[src/lcr_consts.svh]
/*
  Offsets, reset values, value limits and timing counts of the logger
  configuration register bank. Included by the bank.
*/
`ifndef LCR_CONSTS_SVH
`define LCR_CONSTS_SVH

`define LCR_OFF_DOW        16'h0018
`define LCR_OFF_YEAR       16'h0019
`define LCR_OFF_MONTH      16'h001A
`define LCR_OFF_DAY        16'h001B
`define LCR_OFF_HOUR       16'h001C
`define LCR_OFF_MINUTE     16'h001D
`define LCR_OFF_SECOND     16'h001E
`define LCR_OFF_CLK_CTRL   16'h001F
`define LCR_OFF_NODE_ADDR  16'h0020
`define LCR_OFF_IDENT      16'h0021
`define LCR_OFF_LINE_SPEED 16'h0022
`define LCR_OFF_WR_PERMIT  16'h0023
`define LCR_OFF_FW_VER     16'h0028
`define LCR_OFF_BUILD      16'h0029
`define LCR_OFF_SERIAL_HI  16'h002A
`define LCR_OFF_SERIAL_LO  16'h002B
`define LCR_OFF_CHAN_CNT   16'h002C
`define LCR_OFF_MEM_SIZE   16'h002D
`define LCR_OFF_LOG_DIS    16'h0030
`define LCR_OFF_TRIG_SEL   16'h0031
`define LCR_OFF_REC_INT    16'h0032
`define LCR_OFF_WR_MODE    16'h0033

`define LCR_CTRL_RUN       8'h00
`define LCR_CTRL_LD_TIME   8'h01
`define LCR_CTRL_LD_DATE   8'h02
`define LCR_CTRL_LD_BOTH   8'h03
`define LCR_CTRL_STOP      8'h80

`define LCR_MAX_NODE_ADDR  16'h00C7
`define LCR_MAX_LINE_SPEED 16'h0007
`define LCR_MAX_WR_PERMIT  16'h0001
`define LCR_MAX_LOG_DIS    16'h00FF
`define LCR_MAX_TRIG_SEL   16'h0002
`define LCR_MAX_REC_INT    16'h000E
`define LCR_MAX_WR_MODE    16'h0001
`define LCR_MAX_CTRL_CMD   16'h0003
`define LCR_MIN_YEAR       16'h07D0
`define LCR_MAX_YEAR       16'h0833
`define LCR_MAX_MONTH      16'h000C
`define LCR_MAX_DAY        16'h001F
`define LCR_MAX_HOUR       16'h0017
`define LCR_MAX_MIN_SEC    16'h003B

`define LCR_RST_NODE_ADDR  8'h01
`define LCR_RST_LINE_SPEED 3'h3
`define LCR_RST_WR_PERMIT  1'h1
`define LCR_RST_LOG_DIS    8'h00
`define LCR_RST_TRIG_SEL   2'h0
`define LCR_RST_REC_INT    4'h0
`define LCR_RST_WR_MODE    1'h0

`define LCR_CLK_PERIOD_NS  50
`define LCR_SEC_NS         1000000000
`define LCR_SEC_CYCLES     (`LCR_SEC_NS / `LCR_CLK_PERIOD_NS)

`endif

[src/lcr_pkg.sv]
/*
  Types of the logger configuration register bank: the calendar record
  and the register access request. Assumes lcr_consts.svh is on the path.
*/
package lcr_pkg;

  typedef struct packed {
    logic [2:0]  dow;
    logic [15:0] year;
    logic [3:0]  month;
    logic [4:0]  day;
    logic [4:0]  hour;
    logic [5:0]  minute;
    logic [5:0]  second;
  } lcr_cal_s;

  typedef struct packed {
    logic        wr;
    logic        rd;
    logic [15:0] addr;
    logic [15:0] wdata;
  } lcr_req_s;

endpackage

[src/lcr_bank.sv]
/*
  Configuration and control holding-register bank of a multi-channel
  logger, with its internal real-time calendar. Assumes a protocol engine
  on the same clock presents one decoded register access per cycle.
*/
`timescale 1ns/1ns
`include "lcr_consts.svh"

module lcr_bank #(
  parameter int          SEC_CYCLES = `LCR_SEC_CYCLES,
  parameter logic [15:0] IDENT_CODE = 16'h5A5A, // Arbitrary value.
  parameter logic [15:0] FW_VERSION = 16'h0001,
  parameter logic [15:0] BUILD_NUM  = 16'h0001,
  parameter logic [31:0] SERIAL_NUM = 32'h0000_0001,
  parameter logic [15:0] CHAN_COUNT = 16'h0008,
  parameter logic [15:0] MEM_KBYTES = 16'h0400
) (
  input  wire logic             clk,
  input  wire logic             rst_b,
  input  wire lcr_pkg::lcr_req_s req,
  output logic [15:0]           rd_data,
  output logic                  rd_valid,
  output logic [7:0]            node_addr,
  output logic [2:0]            line_speed,
  output logic                  wr_permit,
  output logic [7:0]            log_disable,
  output logic [1:0]            trig_sel,
  output logic [3:0]            rec_interval,
  output logic                  wr_mode,
  output lcr_pkg::lcr_cal_s     rtc_now
);

  logic [7:0]        clk_ctrl;
  lcr_pkg::lcr_cal_s cal;
  logic [31:0]       sec_cnt;
  logic              sec_tick;
  logic              wr_ok;
  logic              cal_wr;
  logic              cmd_wr;
  logic [15:0]       wd;

  // An illegal build-time channel count reads as the full eight-channel unit,
  // so the master never sees a count that the unit cannot have.
  localparam logic [15:0] CHAN_REPORT = (CHAN_COUNT == 16'h0001 || CHAN_COUNT == 16'h0004
                                         || CHAN_COUNT == 16'h0008) ? CHAN_COUNT : 16'h0008;

  // Every fourth year is a leap year, which is exact for 2000 to 2099.
  function automatic logic [4:0] month_days(input logic [15:0] y,
                                            input logic [3:0] m);
    case (m)
      4'h2:    month_days = (y[1:0] == 2'h0) ? 5'h1D : 5'h1C;
      4'h4, 4'h6, 4'h9, 4'hB: month_days = 5'h1E;
      default: month_days = 5'h1F;
    endcase
  endfunction

  function automatic lcr_pkg::lcr_cal_s advance(input lcr_pkg::lcr_cal_s c);
    lcr_pkg::lcr_cal_s n;
    n = c;
    if (c.second != 6'h3B) begin
      n.second = c.second + 6'h01;
    end else begin
      n.second = 6'h00;
      if (c.minute != 6'h3B) begin
        n.minute = c.minute + 6'h01;
      end else begin
        n.minute = 6'h00;
        if (c.hour != 5'h17) begin
          n.hour = c.hour + 5'h01;
        end else begin
          n.hour = 5'h00;
          n.dow  = (c.dow == 3'h6) ? 3'h0 : c.dow + 3'h1;
          if (c.day < month_days(c.year, c.month)) begin
            n.day = c.day + 5'h01;
          end else begin
            n.day = 5'h01;
            if (c.month != 4'hC) begin
              n.month = c.month + 4'h1;
            end else begin
              n.month = 4'h1;
              n.year  = (c.year == `LCR_MAX_YEAR) ? `LCR_MIN_YEAR : c.year + 16'h0001;
            end
          end
        end
      end
    end
    advance = n;
  endfunction

  function automatic logic in_range(input logic [15:0] v,
                                    input logic [15:0] lo,
                                    input logic [15:0] hi);
    in_range = (v >= lo) && (v <= hi);
  endfunction

  // A denied write is dropped before any decode, so no side effect leaks.
  assign wr_ok  = req.wr && wr_permit;
  assign wd     = req.wdata;
  assign cal_wr = wr_ok && (req.addr >= `LCR_OFF_YEAR) && (req.addr <= `LCR_OFF_SECOND);
  assign cmd_wr = wr_ok && (req.addr == `LCR_OFF_CLK_CTRL)
                  && (wd <= `LCR_MAX_CTRL_CMD);

  // One-second enable for the internal clock.
  always_ff @(posedge clk or negedge rst_b) begin
    if (!rst_b) begin
      sec_cnt  <= 32'h0000_0000;
      sec_tick <= 1'b0;
    end else if (sec_cnt == 32'(SEC_CYCLES - 1)) begin
      sec_cnt  <= 32'h0000_0000;
      sec_tick <= 1'b1;
    end else begin
      sec_cnt  <= sec_cnt + 32'h0000_0001;
      sec_tick <= 1'b0;
    end
  end

  // Internal clock; a load command wins over the tick of the same cycle.
  always_ff @(posedge clk or negedge rst_b) begin
    if (!rst_b) begin
      rtc_now <= '{dow: 3'h6, year: `LCR_MIN_YEAR, month: 4'h1, day: 5'h01,
                   hour: 5'h00, minute: 6'h00, second: 6'h00};
    end else if (cmd_wr && wd[1:0] != 2'h0) begin
      if (wd[0]) begin
        rtc_now.hour   <= cal.hour;
        rtc_now.minute <= cal.minute;
        rtc_now.second <= cal.second;
      end
      if (wd[1]) begin
        rtc_now.dow   <= cal.dow;
        rtc_now.year  <= cal.year;
        rtc_now.month <= cal.month;
        rtc_now.day   <= cal.day;
      end
    end else if (sec_tick) begin
      rtc_now <= advance(rtc_now);
    end
  end

  // Clock control: commands execute at once, so a legal write lands as 0.
  // A calendar write and a command never meet in one cycle, as their addresses differ.
  always_ff @(posedge clk or negedge rst_b) begin
    if (!rst_b) begin
      clk_ctrl <= `LCR_CTRL_RUN;
    end else if (cal_wr) begin
      clk_ctrl <= `LCR_CTRL_STOP;
    end else if (cmd_wr) begin
      clk_ctrl <= `LCR_CTRL_RUN;
    end
  end

  // Calendar registers; out-of-range values are dropped.
  // The copy lags the internal clock by one cycle, a gap the master cannot see.
  always_ff @(posedge clk or negedge rst_b) begin
    if (!rst_b) begin
      cal <= '{dow: 3'h6, year: `LCR_MIN_YEAR, month: 4'h1, day: 5'h01,
               hour: 5'h00, minute: 6'h00, second: 6'h00};
    end else if (cal_wr) begin
      case (req.addr)
        `LCR_OFF_YEAR: begin
          if (in_range(wd, `LCR_MIN_YEAR, `LCR_MAX_YEAR)) begin
            cal.year <= wd;
          end
        end
        `LCR_OFF_MONTH: begin
          if (in_range(wd, 16'h0001, `LCR_MAX_MONTH)) begin
            cal.month <= wd[3:0];
          end
        end
        `LCR_OFF_DAY: begin
          if (in_range(wd, 16'h0001, `LCR_MAX_DAY)) begin
            cal.day <= wd[4:0];
          end
        end
        `LCR_OFF_HOUR: begin
          if (wd <= `LCR_MAX_HOUR) begin
            cal.hour <= wd[4:0];
          end
        end
        `LCR_OFF_MINUTE: begin
          if (wd <= `LCR_MAX_MIN_SEC) begin
            cal.minute <= wd[5:0];
          end
        end
        `LCR_OFF_SECOND: begin
          if (wd <= `LCR_MAX_MIN_SEC) begin
            cal.second <= wd[5:0];
          end
        end
        default: cal <= cal;
      endcase
    end else if (clk_ctrl == `LCR_CTRL_RUN) begin
      cal <= rtc_now;
    end
  end

  // Port and logging settings; illegal codes leave the old value.
  always_ff @(posedge clk or negedge rst_b) begin
    if (!rst_b) begin
      node_addr    <= `LCR_RST_NODE_ADDR;
      line_speed   <= `LCR_RST_LINE_SPEED;
      wr_permit    <= `LCR_RST_WR_PERMIT;
      log_disable  <= `LCR_RST_LOG_DIS;
      trig_sel     <= `LCR_RST_TRIG_SEL;
      rec_interval <= `LCR_RST_REC_INT;
      wr_mode      <= `LCR_RST_WR_MODE;
    end else if (wr_ok) begin
      case (req.addr)
        `LCR_OFF_NODE_ADDR: begin
          if (wd <= `LCR_MAX_NODE_ADDR) begin
            node_addr <= wd[7:0];
          end
        end
        `LCR_OFF_LINE_SPEED: begin
          if (wd <= `LCR_MAX_LINE_SPEED) begin
            line_speed <= wd[2:0];
          end
        end
        `LCR_OFF_WR_PERMIT: begin
          if (wd <= `LCR_MAX_WR_PERMIT) begin
            wr_permit <= wd[0];
          end
        end
        `LCR_OFF_LOG_DIS: begin
          if (wd <= `LCR_MAX_LOG_DIS) begin
            log_disable <= wd[7:0];
          end
        end
        `LCR_OFF_TRIG_SEL: begin
          if (wd <= `LCR_MAX_TRIG_SEL) begin
            trig_sel <= wd[1:0];
          end
        end
        `LCR_OFF_REC_INT: begin
          if (wd <= `LCR_MAX_REC_INT) begin
            rec_interval <= wd[3:0];
          end
        end
        `LCR_OFF_WR_MODE: begin
          if (wd <= `LCR_MAX_WR_MODE) begin
            wr_mode <= wd[0];
          end
        end
        default: wr_mode <= wr_mode;
      endcase
    end
  end

  // Read port: data one cycle after the request, zero when unmapped.
  // Calendar words come from the registers, not the internal clock, so a frozen
  // calendar shows exactly what the master wrote.
  always_ff @(posedge clk or negedge rst_b) begin
    if (!rst_b) begin
      rd_data  <= 16'h0000;
      rd_valid <= 1'b0;
    end else begin
      rd_valid <= req.rd;
      if (req.rd) begin
        case (req.addr)
          `LCR_OFF_DOW:        rd_data <= {13'h0000, cal.dow};
          `LCR_OFF_YEAR:       rd_data <= cal.year;
          `LCR_OFF_MONTH:      rd_data <= {12'h000, cal.month};
          `LCR_OFF_DAY:        rd_data <= {11'h000, cal.day};
          `LCR_OFF_HOUR:       rd_data <= {11'h000, cal.hour};
          `LCR_OFF_MINUTE:     rd_data <= {10'h000, cal.minute};
          `LCR_OFF_SECOND:     rd_data <= {10'h000, cal.second};
          `LCR_OFF_CLK_CTRL:   rd_data <= {8'h00, clk_ctrl};
          `LCR_OFF_NODE_ADDR:  rd_data <= {8'h00, node_addr};
          `LCR_OFF_IDENT:      rd_data <= IDENT_CODE;
          `LCR_OFF_LINE_SPEED: rd_data <= {13'h0000, line_speed};
          `LCR_OFF_WR_PERMIT:  rd_data <= {15'h0000, wr_permit};
          `LCR_OFF_FW_VER:     rd_data <= FW_VERSION;
          `LCR_OFF_BUILD:      rd_data <= BUILD_NUM;
          `LCR_OFF_SERIAL_HI:  rd_data <= SERIAL_NUM[31:16];
          `LCR_OFF_SERIAL_LO:  rd_data <= SERIAL_NUM[15:0];
          `LCR_OFF_CHAN_CNT:   rd_data <= CHAN_REPORT;
          `LCR_OFF_MEM_SIZE:   rd_data <= MEM_KBYTES;
          `LCR_OFF_LOG_DIS:    rd_data <= {8'h00, log_disable};
          `LCR_OFF_TRIG_SEL:   rd_data <= {14'h0000, trig_sel};
          `LCR_OFF_REC_INT:    rd_data <= {12'h000, rec_interval};
          `LCR_OFF_WR_MODE:    rd_data <= {15'h0000, wr_mode};
          default:             rd_data <= 16'h0000;
        endcase
      end
    end
  end

endmodule // lcr_bank

[config.mk]
export PLATFORM = sky130hd
export DESIGN_NAME = lcr_bank
export DESIGN_NICKNAME = d
export VERILOG_FILES = /design/src/lcr_pkg.sv /design/src/lcr_bank.sv
export VERILOG_INCLUDE_DIRS = /design/src
export SDC_FILE = /design/constraint.sdc
export NUM_CORES = 1
export LEC_CHECK = 0
export BUFFER_PORTS_ARGS = -buffer_cell sky130_fd_sc_hd__buf_2
export CAP_MARGIN = 20
export CORE_MARGIN = 1.5
export CORE_UTILIZATION = 40
export CTS_BUF_LIST = sky130_fd_sc_hd__clkbuf_4
export DETAILED_ROUTE_END_ITERATION = 16
export RECOVER_POWER = 50
export SYNTH_ARGS = -nofsm -noshare
export SYNTH_HDL_FRONTEND = slang
export SYNTH_SLANG_ARGS = --single-unit
[constraint.sdc]
create_clock -name clk -period 4.2 [get_ports clk]
set_clock_uncertainty 0.15 [all_clocks]
set_input_delay 0.21 -clock clk [delete_from_list [all_inputs] [get_ports clk]]
set_output_delay 0.21 -clock clk [all_outputs]
set_load 0.01 [all_outputs]
==> results.cfg, run 1 <==
[detailed_routing]
detail_route.iter0.violations = 771
antenna_left = 0
postRouteWirelength_microns = 31200
drt_pass1_iterations = 9
route.detailed.vias_per_inst = 5.87
route.detailed.wl_per_inst_microns = 20.8
route.detailed.drc = 0
dr_total_vias = 8784

[yosys]
synth.top_cells.by_area = dfrtp_1 37%, dfstp_2 6.5%, a21oi_1 4.8%
syn_inst = 1038
synth_cell_types = 79
synth_enable_flop_cells = 0
synth.yosys.seq_area_share = 0.439
synth_area_leader_cell = dfrtp_1
ys_seq_elements = 168
synthesis.area_per_instance_sq_um = 9.29
ys.warnings.count = 0
synthArstFlopShare = 1.00
ys_dominant_reg_cell = dfrtp_1
synth_top_area_frac = 0.374
synthesis.nets = 1086
synthesis.area_sq_um = 9640

[clock_network]
post-cts-setup-buffer-count = 0
postCtsResizedCells = 0
cts_sinks = 168
cts-root-buf = clkbuf_4
cts-root-to-sink-buffers = 2
cts-htree-levels = 4
cts_inserted_buffers = 17
clk_latency_ps = 600
tritoncts_clock_tree = built
clk_transition_reported_paths_ps = 180

[flow_run]
maxCapViolCount = 1

[place]
finalWeightedCongestion = 0.946
buffer_ports.inserted = 124
post-place-cells = 1440
place_hpwl_microns = 22300

[sta]
min_period_ps = 3500
timing_hold_violations_final = 0
report.final.slew_viol_count = 100
maxClockFrequency_mhz = 286
fin_hold_ws_ps = 66.4
grt_setup_unrepaired = false
timing_worst_slew_pin_value_ps = 2560
setup_viol = 0
post-route-period-util = 0.832
fin_tns_setup_ps = 0
max_slew_margin = -0.708

[global_route]
wire_length_of_the_first_global_routing_pass_microns = 48800
grt_start_max_net_pins = 100
grt_antenna_before_repair = 2
global_route.usage.met3 = 0.0490
grt_pass1_vias = 8436
grt_util_met2 = 0.397
grt_remaining_overflow = 0
grt.busiest_layer = met2
grtUsageMet1 = 0.356
grt_use_total = 0.254

[finish]
final-instance-count-excl-fill = 1496
post_route_cells_drive_above_1_share = 0.182
utilization = 0.469
leading_cell_type_in_the_layout_fill_and_taps_excluded = dfrtp_1
nNetsFinal = 1210
syn2layout_area_growth_pct = 14.5
final_cell_mix = 144 x dfrtp_1, 92 x a21oi_1, 91 x nand2_1, 83 x buf_2, 80 x o21ai_0

[setup_path]
worst_r2r_path_depth = 9
worstReg2RegStart = rtc_now[22]$_DFFE_PN1P_
path_class = flop to flop
r2r_slack_ps = 700
cp-startpoint = rtc_now[22]$_DFFE_PN1P_
critical_path_peak_fanout = 13
worst_endpoint_data_arrival_time_ps = 3850
critical_path_endpoint = rtc_now[27]$_DFFE_PN0P_
setup.worst_path.start_class = flop
critPathCaptureType = flop
worstPathRequired_ps = 4560
timing.rr.end = rtc_now[27]$_DFFE_PN0P_

[die]
total_die_area_sq_um = 25000
core-area_sq_um = 23500
floorplan.die.width_microns = 158
row_count = 56
ioPinCount = 125
initial_utilization = 0.410
die-height_microns = 158

[power]
vdd_ir_drop_max_mv = 0.197
p_per_area_nw_per_um2 = 256
static-leakage-power_nw = 4.62
p_total_mw = 2.83

[hold_path]
hold_path.class = input port to flop

[outcome]
result_of_the_run = finished with violations
violations_in_the_final_reports = max-capacitance violations, max-slew violations
-- logic make-up after synthesis --
kind of cell | synth area share
flops | 0.439
buf+inv | 0.0471
mux | 0.0763
simple gates | 0.206
xor+xnor | 0.0263
compound gates | 0.189
fa+ha+maj | 0.0156
-- flip-flops by register name, summed over array words and instances, names as in the netlist --
register / count
cal: 45
clk_ctrl: 1
line_speed: 3
log_disable: 8
node_addr: 8
rd_data: 16
rd_valid: 1
rec_interval: 4
rtc_now: 45
sec_cnt: 32
sec_tick: 1
trig_sel: 2
wr_mode: 1
wr_permit: 1
-- Yosys cell counts (7+ instances only) --
| master | instances |
|---|---|
| nand2b_1 | 8 |
| mux2i_1 | 42 |
| nor2_1 | 60 |
| a21o_1 | 9 |
| a21oi_1 | 92 |
| and3_1 | 18 |
| nor3b_1 | 7 |
| dfrtp_1 | 144 |
| dfstp_2 | 24 |
| nor4_1 | 11 |
| o21ai_0 | 80 |
| nand4_1 | 18 |
| inv_1 | 57 |
| nand2_1 | 91 |
| xor2_1 | 12 |
| o22ai_1 | 19 |
| clkbuf_1 | 38 |
| nand3_1 | 40 |
| xnor2_1 | 17 |
| a31oi_1 | 16 |
| mux2_2 | 26 |
| nor3_1 | 34 |
| nor2b_1 | 8 |
| buf_2 | 12 |
| and4_1 | 8 |
| ha_1 | 12 |
-- worst max-delay path, stage by stage, from the launching register on --
cell and delay [ps]:
dfstp_2 630, inv_1 90, ha_1 200, nor3b_1 150, ha_1 280, o2111ai_1 100, a31oi_1 590, nor2_1 440
nor3b_4 520, mux2i_1 230
-- where the power goes --
| part | internal [mW] | total (mW) | switching, mW |
|---|---|---|---|
| combinational | 0.0444 | 0.149 | 0.105 |
| sequential | 1.62 | 1.62 | 0.0000927 |
| clock | 0.380 | 1.06 | 0.677 |
| total | 2.04 | 2.83 | 0.782 |
-- worst min-delay path by stage --
| stage | start | endpoint | slack, ps | cells after the start |
|---|---|---|---|---|
| 6_report | req[33] | cal[43]$_DFFE_PN1P_ | 70 | 5 |
| 3_3_place_gp | rst_b | rtc_now[37]$_DFFE_PN0P_ | 250 | 1 |
| 2_1_floorplan | rst_b | cal[0]$_DFFE_PN0P_ | -240 | 0 |
| 3_5_place_dp | rst_b | rtc_now[37]$_DFFE_PN0P_ | 250 | 1 |
| 5_1_grt | req[33] | cal[43]$_DFFE_PN1P_ | 50 | 5 |
| 4_1_cts | req[33] | cal[43]$_DFFE_PN1P_ | 30 | 5 |
-- metal layers --
metal	part of all wire	vias to the layer above
li1	-	4060
met1	0.45	4343
met2	0.46	321
met3	0.064	60
met4	0.025	0
met5	0	-
-- area by class of cell --
cell class,instances,area [sq um]
Clock inverter,15,184
Multi-Input combinational cell,759,4970
Timing Repair Buffer,159,901
Tap cell,319,399
Antenna cell,2,5.00
Fill cell,2399,12500
Inverter,57,214
Sequential cell,168,4230
Clock buffer,17,128
-- per-stage QoR --
step	cell area, sq um	setup WS [ps]
after global placement	10600	824
after CTS	11100	721
after floorplan	9640	1520
after global routing	11000	332
final	11000	705
after detailed placement	10600	790
-- what timing repair did --
item,4_1_cts,5_1_grt
setup endpoints to repair,0,0
hold buffers,22,0
hold endpoints to repair,134,0
(Power assumes the default switching activity.)
==> run 2, diff against run 1 <==
==> constraint.sdc (replaced) <==
create_clock -name clk -period 3 [get_ports clk]
set_clock_uncertainty 0.15 [all_clocks]
set_input_delay 0.15 -clock clk [delete_from_list [all_inputs] [get_ports clk]]
set_output_delay 0.15 -clock clk [all_outputs]
set_load 0.01 [all_outputs]
==> results.cfg, run 2 (synthesis results as in run 1) <==
[power]
share_clk_of_total_power = 0.370
p_total_mw = 3.97
intPower_mw = 2.88
static-leakage-power_nw = 4.85
switchingPower_mw = 1.09
vdd_ir_drop_max_mv = 0.237
power.sequential.fraction = 0.572
p_per_area_nw_per_um2 = 348
pwr-share-comb = 0.058
netSwitchingFraction = 0.275

[global_route]
wire_length_of_the_first_global_routing_pass_microns = 49000
grt_start_max_net_pins = 86
grt_antenna_before_repair = 2
grt_pass1_vias = 8623
grt_remaining_overflow = 0
grt_use_total = 0.256

[sta]
setup_viol = 0
report.final.slew_viol_count = 85
post-route-period-util = 0.931
timing_worst_slew_pin_value_ps = 2370
fin_hold_ws_ps = 64.1
grt_setup_unrepaired = false
maxClockFrequency_mhz = 358
max_slew_margin = -0.577
fin_tns_setup_ps = 0
min_period_ps = 2790
timing_hold_violations_final = 0

[die]
row_count = 56
floorplan.die.width_microns = 158
initial_utilization = 0.410
ioPinCount = 125
die-height_microns = 158
core-area_sq_um = 23500
total_die_area_sq_um = 25000

[clock_network]
clk_latency_ps = 590
tritoncts_clock_tree = built
cts-root-to-sink-buffers = 2
cts-root-buf = clkbuf_4
cts_inserted_buffers = 17
clk_transition_reported_paths_ps = 160
cts_sinks = 168
cts-htree-levels = 4

[setup_path]
slowest_delay_ps = 550
crit_slowest_cell = dfstp_2
critical_path_peak_fanout = 7
worst_endpoint_data_arrival_time_ps = 3130
timing.rr.end = cal[11]$_DFFE_PN0P_
path_class = flop to flop
path_cells = buf_4 -> nand2_1 -> and3b_1 -> nand4_1 -> nor3_1 -> a21oi_2 -> mux2_2
r2r_slack_ps = 210
critical_path_endpoint = cal[11]$_DFFE_PN0P_
critPathCaptureType = flop
worstPathRequired_ps = 3340
worstReg2RegStart = wr_permit$_DFFE_PN1P_
worst_r2r_path_depth = 7
setup.worst_path.start_class = flop
cp-startpoint = wr_permit$_DFFE_PN1P_

[detailed_routing]
detail_route.iter0.violations = 694
route.detailed.wl_per_inst_microns = 20.4
dr_total_vias = 8969
drt_pass1_iterations = 6
antenna_left = 0
postRouteWirelength_microns = 31500
route.detailed.vias_per_inst = 5.82
route.detailed.drc = 0

[place]
post-place-cells = 1477
buffer_ports.inserted = 124
finalWeightedCongestion = 0.934
post_place_cell_area_sq_um = 10800
place_hpwl_microns = 22900

[finish]
post_route_cells_drive_above_1_share = 0.211
largest_registers = cal x45, rtc_now x45, sec_cnt x32
final-instance-count-excl-fill = 1541
leading_cell_type_in_the_layout_fill_and_taps_excluded = dfrtp_1
syn2layout_area_growth_pct = 18.4
finalInstanceArea_sq_um = 11400
final_cell_mix = 144 x dfrtp_1, 92 x a21oi_1, 91 x nand2_1, 83 x buf_2, 80 x o21ai_0
nNetsFinal = 1255

[outcome]
result_of_the_run = finished with violations
violations_in_the_final_reports = max-capacitance violations, max-slew violations

[hold_path]
hold_path.class = input port to flop

[flow_run]
maxCapViolCount = 1
run 2: power groups by stage:
stage / logic, mW / registers [mW] / clock network [mW]
detailed placement: 0.204 / 2.31 / 0
global placement: 0.203 / 2.31 / 0
floorplan: 0.0695 / 2.31 / 0
CTS: 0.234 / 2.27 / 1.50
finish: 0.231 / 2.27 / 1.47
global route: 0.251 / 2.27 / 1.59
run 2: cell type report:
type	instances	area, sq um
diodes	2	5.00
clock buffers	17	128
clock inverters	15	184
fillers	2305	12100
inverters	57	214
multi-input cells	759	4990
flip-flops and latches	168	4230
well taps	319	399
repair buffers	204	1260
run 2: what timing repair did:
item	4_1_cts	5_1_grt
hold buffers	29	0
gates resized for setup	0	4
endpoints found under the setup margin	0	20
hold endpoints to repair	148	0
buffers inserted	0	1
run 2: per-layer routing:
metal,routed length (microns),track usage
met3,2230,0.0582
met1,14100,0.355
met5,7,0
met2,14000,0.388
met4,1080,0.0957
run 2: how the worst min path moves through the flow:
stage                     startpoint  slack, ps  depth (start not counted)                 endpoint
final                        req[22]         60                          5  rd_data[10]$_DFFE_PN0P_
after detailed placement       rst_b        140                          1  rtc_now[41]$_DFFE_PN0P_
after CTS                    req[22]         30                          5  rd_data[10]$_DFFE_PN0P_
after global routing         req[22]         60                          5  rd_data[10]$_DFFE_PN0P_
after floorplan                rst_b       -300                          0       cal[0]$_DFFE_PN0P_
after global placement         rst_b        140                          1  rtc_now[41]$_DFFE_PN0P_
run 2: worst max-delay path, delay by kind of cell (launching register included):
family                 cells  cell delay (ps)
muxes                      1              330
buffers and inverters      1              160
and+or+nand+nor            4             1220
AOI/OAI and AO/OA          1              270
DFF                        1              550
run 2: stage by stage:
stage / worst slack (ps) / util
3_5_place_dp: 134 / 0.461
2_1_floorplan: 320 / -
4_1_cts: 96.3 / 0.486
3_3_place_gp: 230 / 0.461
5_1_grt: 114 / 0.485
6_report: 207 / 0.485
==> run 3, diff against run 2 <==
--- a/config.mk
+++ b/config.mk
@@ -12,6 +12,7 @@
 export CORE_UTILIZATION = 40
 export CTS_BUF_LIST = sky130_fd_sc_hd__clkbuf_4
 export DETAILED_ROUTE_END_ITERATION = 16
+export PLACE_DENSITY_LB_ADDON = 0.15
 export RECOVER_POWER = 50
 export SYNTH_ARGS = -nofsm -noshare
 export SYNTH_HDL_FRONTEND = slang
==> results.cfg, run 3 (synthesis results as in run 1) <==
[die]
floorplan.die.width_microns = 158
die-height_microns = 158
ioPinCount = 125
core-area_sq_um = 23500
row_count = 56
total_die_area_sq_um = 25000
initial_utilization = 0.410

[sta]
post-route-period-util = 0.937
maxClockFrequency_mhz = 356
setup_viol = 0
timing_hold_violations_final = 0
timing_worst_slew_pin_value_ps = 2370
min_period_ps = 2810
grt_setup_unrepaired = false
fin_tns_setup_ps = 0
report.final.slew_viol_count = 85
max_slew_margin = -0.583

[detailed_routing]
drt_pass1_iterations = 6
detail_route.iter0.violations = 667
route.detailed.vias_per_inst = 5.73
route.detailed.wl_per_inst_microns = 20.1
antenna_left = 0
route.detailed.drc = 0
postRouteWirelength_microns = 30800
dr_total_vias = 8797

[setup_path]
worst_endpoint_data_arrival_time_ps = 3160
r2r_slack_ps = 190
path_class = flop to flop
worstPathRequired_ps = 3350
critical_path_peak_fanout = 23
critPathCaptureType = flop
setup.worst_path.start_class = flop

[place]
buffer_ports.inserted = 124
post-place-cells = 1474
post_place_cell_area_sq_um = 10800
finalWeightedCongestion = 0.906
place_hpwl_microns = 22400

[outcome]
result_of_the_run = finished with violations
violations_in_the_final_reports = max-capacitance violations, max-slew violations

[clock_network]
clk_latency_ps = 610
cts-htree-levels = 4
tritoncts_clock_tree = built
cts_inserted_buffers = 17
cts_sinks = 168
clk_transition_reported_paths_ps = 160
cts-root-buf = clkbuf_4
cts-root-to-sink-buffers = 2

[power]
vdd_ir_drop_max_mv = 0.204
p_per_area_nw_per_um2 = 342
p_total_mw = 3.89
static-leakage-power_nw = 4.81

[finish]
finalInstanceArea_sq_um = 11400
post_route_cells_drive_above_1_share = 0.208
utilization = 0.483
syn2layout_area_growth_pct = 17.9
largest_registers = cal x45, rtc_now x45, sec_cnt x32
layout.filler_cells = 2306
final_cell_mix = 144 x dfrtp_1, 92 x a21oi_1, 91 x nand2_1, 83 x buf_2, 80 x o21ai_0
final-instance-count-excl-fill = 1535
nNetsFinal = 1249
leading_cell_type_in_the_layout_fill_and_taps_excluded = dfrtp_1

[global_route]
wire_length_of_the_first_global_routing_pass_microns = 48100
grt_start_max_net_pins = 87
grt_remaining_overflow = 0
grt_use_total = 0.254
grt_antenna_before_repair = 2
grt_pass1_vias = 8403

[flow_run]
maxCapViolCount = 1

[hold_path]
hold_path.class = input port to flop
-- run 3: cell types whose count changed in the layout (fill, tap and decap cells not counted), sizes merged --
cell / delta
buf: +2
dlygate4sd3: -4
inv: +1
clkbuf: -4
bufinv: -1
-- run 3: what timing repair did --
item | 4_1_cts | 5_1_grt
setup buffers | 0 | 2
resized for setup | 0 | 2
endpoints found under the setup margin | 0 | 20
hold endpoints to repair | 140 | 0
hold buffers | 25 | 0
-- run 3: metal layers --
metal / global-route usage / vias to the layer above / wire length (microns)
met5: 0 / - / 0
met4: 0.0970 / 0 / 895
met3: 0.0539 / 52 / 1730
met2: 0.395 / 298 / 14400
met1: 0.346 / 4326 / 13800
li1: - / 4121 / -
-- run 3: power by group --
group | leakage, nW | switching (mW) | total [mW] | internal [mW]
sequential | 2.11 | 0.000149 | 2.27 | 2.27
combinational | 2.55 | 0.148 | 0.224 | 0.0758
clock | 0.152 | 0.945 | 1.39 | 0.448
-- run 3: final cells by class --
| class | count | area [sq um] | area share |
|---|---|---|---|
| Antenna cell | 2 | 5.00 | 0.000440 |
| Clock buffer | 17 | 128 | 0.0112 |
| Clock inverter | 15 | 159 | 0.0140 |
| Inverter | 57 | 214 | 0.0188 |
| Multi-Input combinational cell | 759 | 4980 | 0.438 |
| Sequential cell | 168 | 4230 | 0.372 |
| Tap cell | 319 | 399 | 0.0351 |
| Timing Repair Buffer | 198 | 1250 | 0.110 |
-- run 3: through the flow --
step / hold WS [ps] / worst slack [ps]
floorplan: -296 / 320
global placement: 143 / 113
detailed placement: 151 / 66.3
CTS: 24.3 / 39.3
global route: 61.4 / 11.5
finish: 77.0 / 188
-- run 3: critical path, stage by stage (launching register included) --
cell and delay [ps]:
dfstp_2 620, nor4bb_1 300, nand2_1 260, or4_1 680
buf_4 290, and3_1 210, a21oi_1 110, o21ai_0 80
-- run 3: worst paths after layout --
path                                                 to                   from  cells past startpoint
worst max register to register  rtc_now[24]$_DFFE_PN0P_  wr_permit$_DFFE_PN1P_                      7
min in group asynchronous       rtc_now[39]$_DFFE_PN0P_                  rst_b                      2
worst max-delay path            rtc_now[24]$_DFFE_PN0P_  wr_permit$_DFFE_PN1P_                      7
worst min register to register    sec_cnt[31]$_DFF_PN0_  sec_cnt[31]$_DFF_PN0_                      1
max in group asynchronous         sec_cnt[31]$_DFF_PN0_                  rst_b                      2
worst min-delay path            rd_data[10]$_DFFE_PN0P_                req[23]                      5
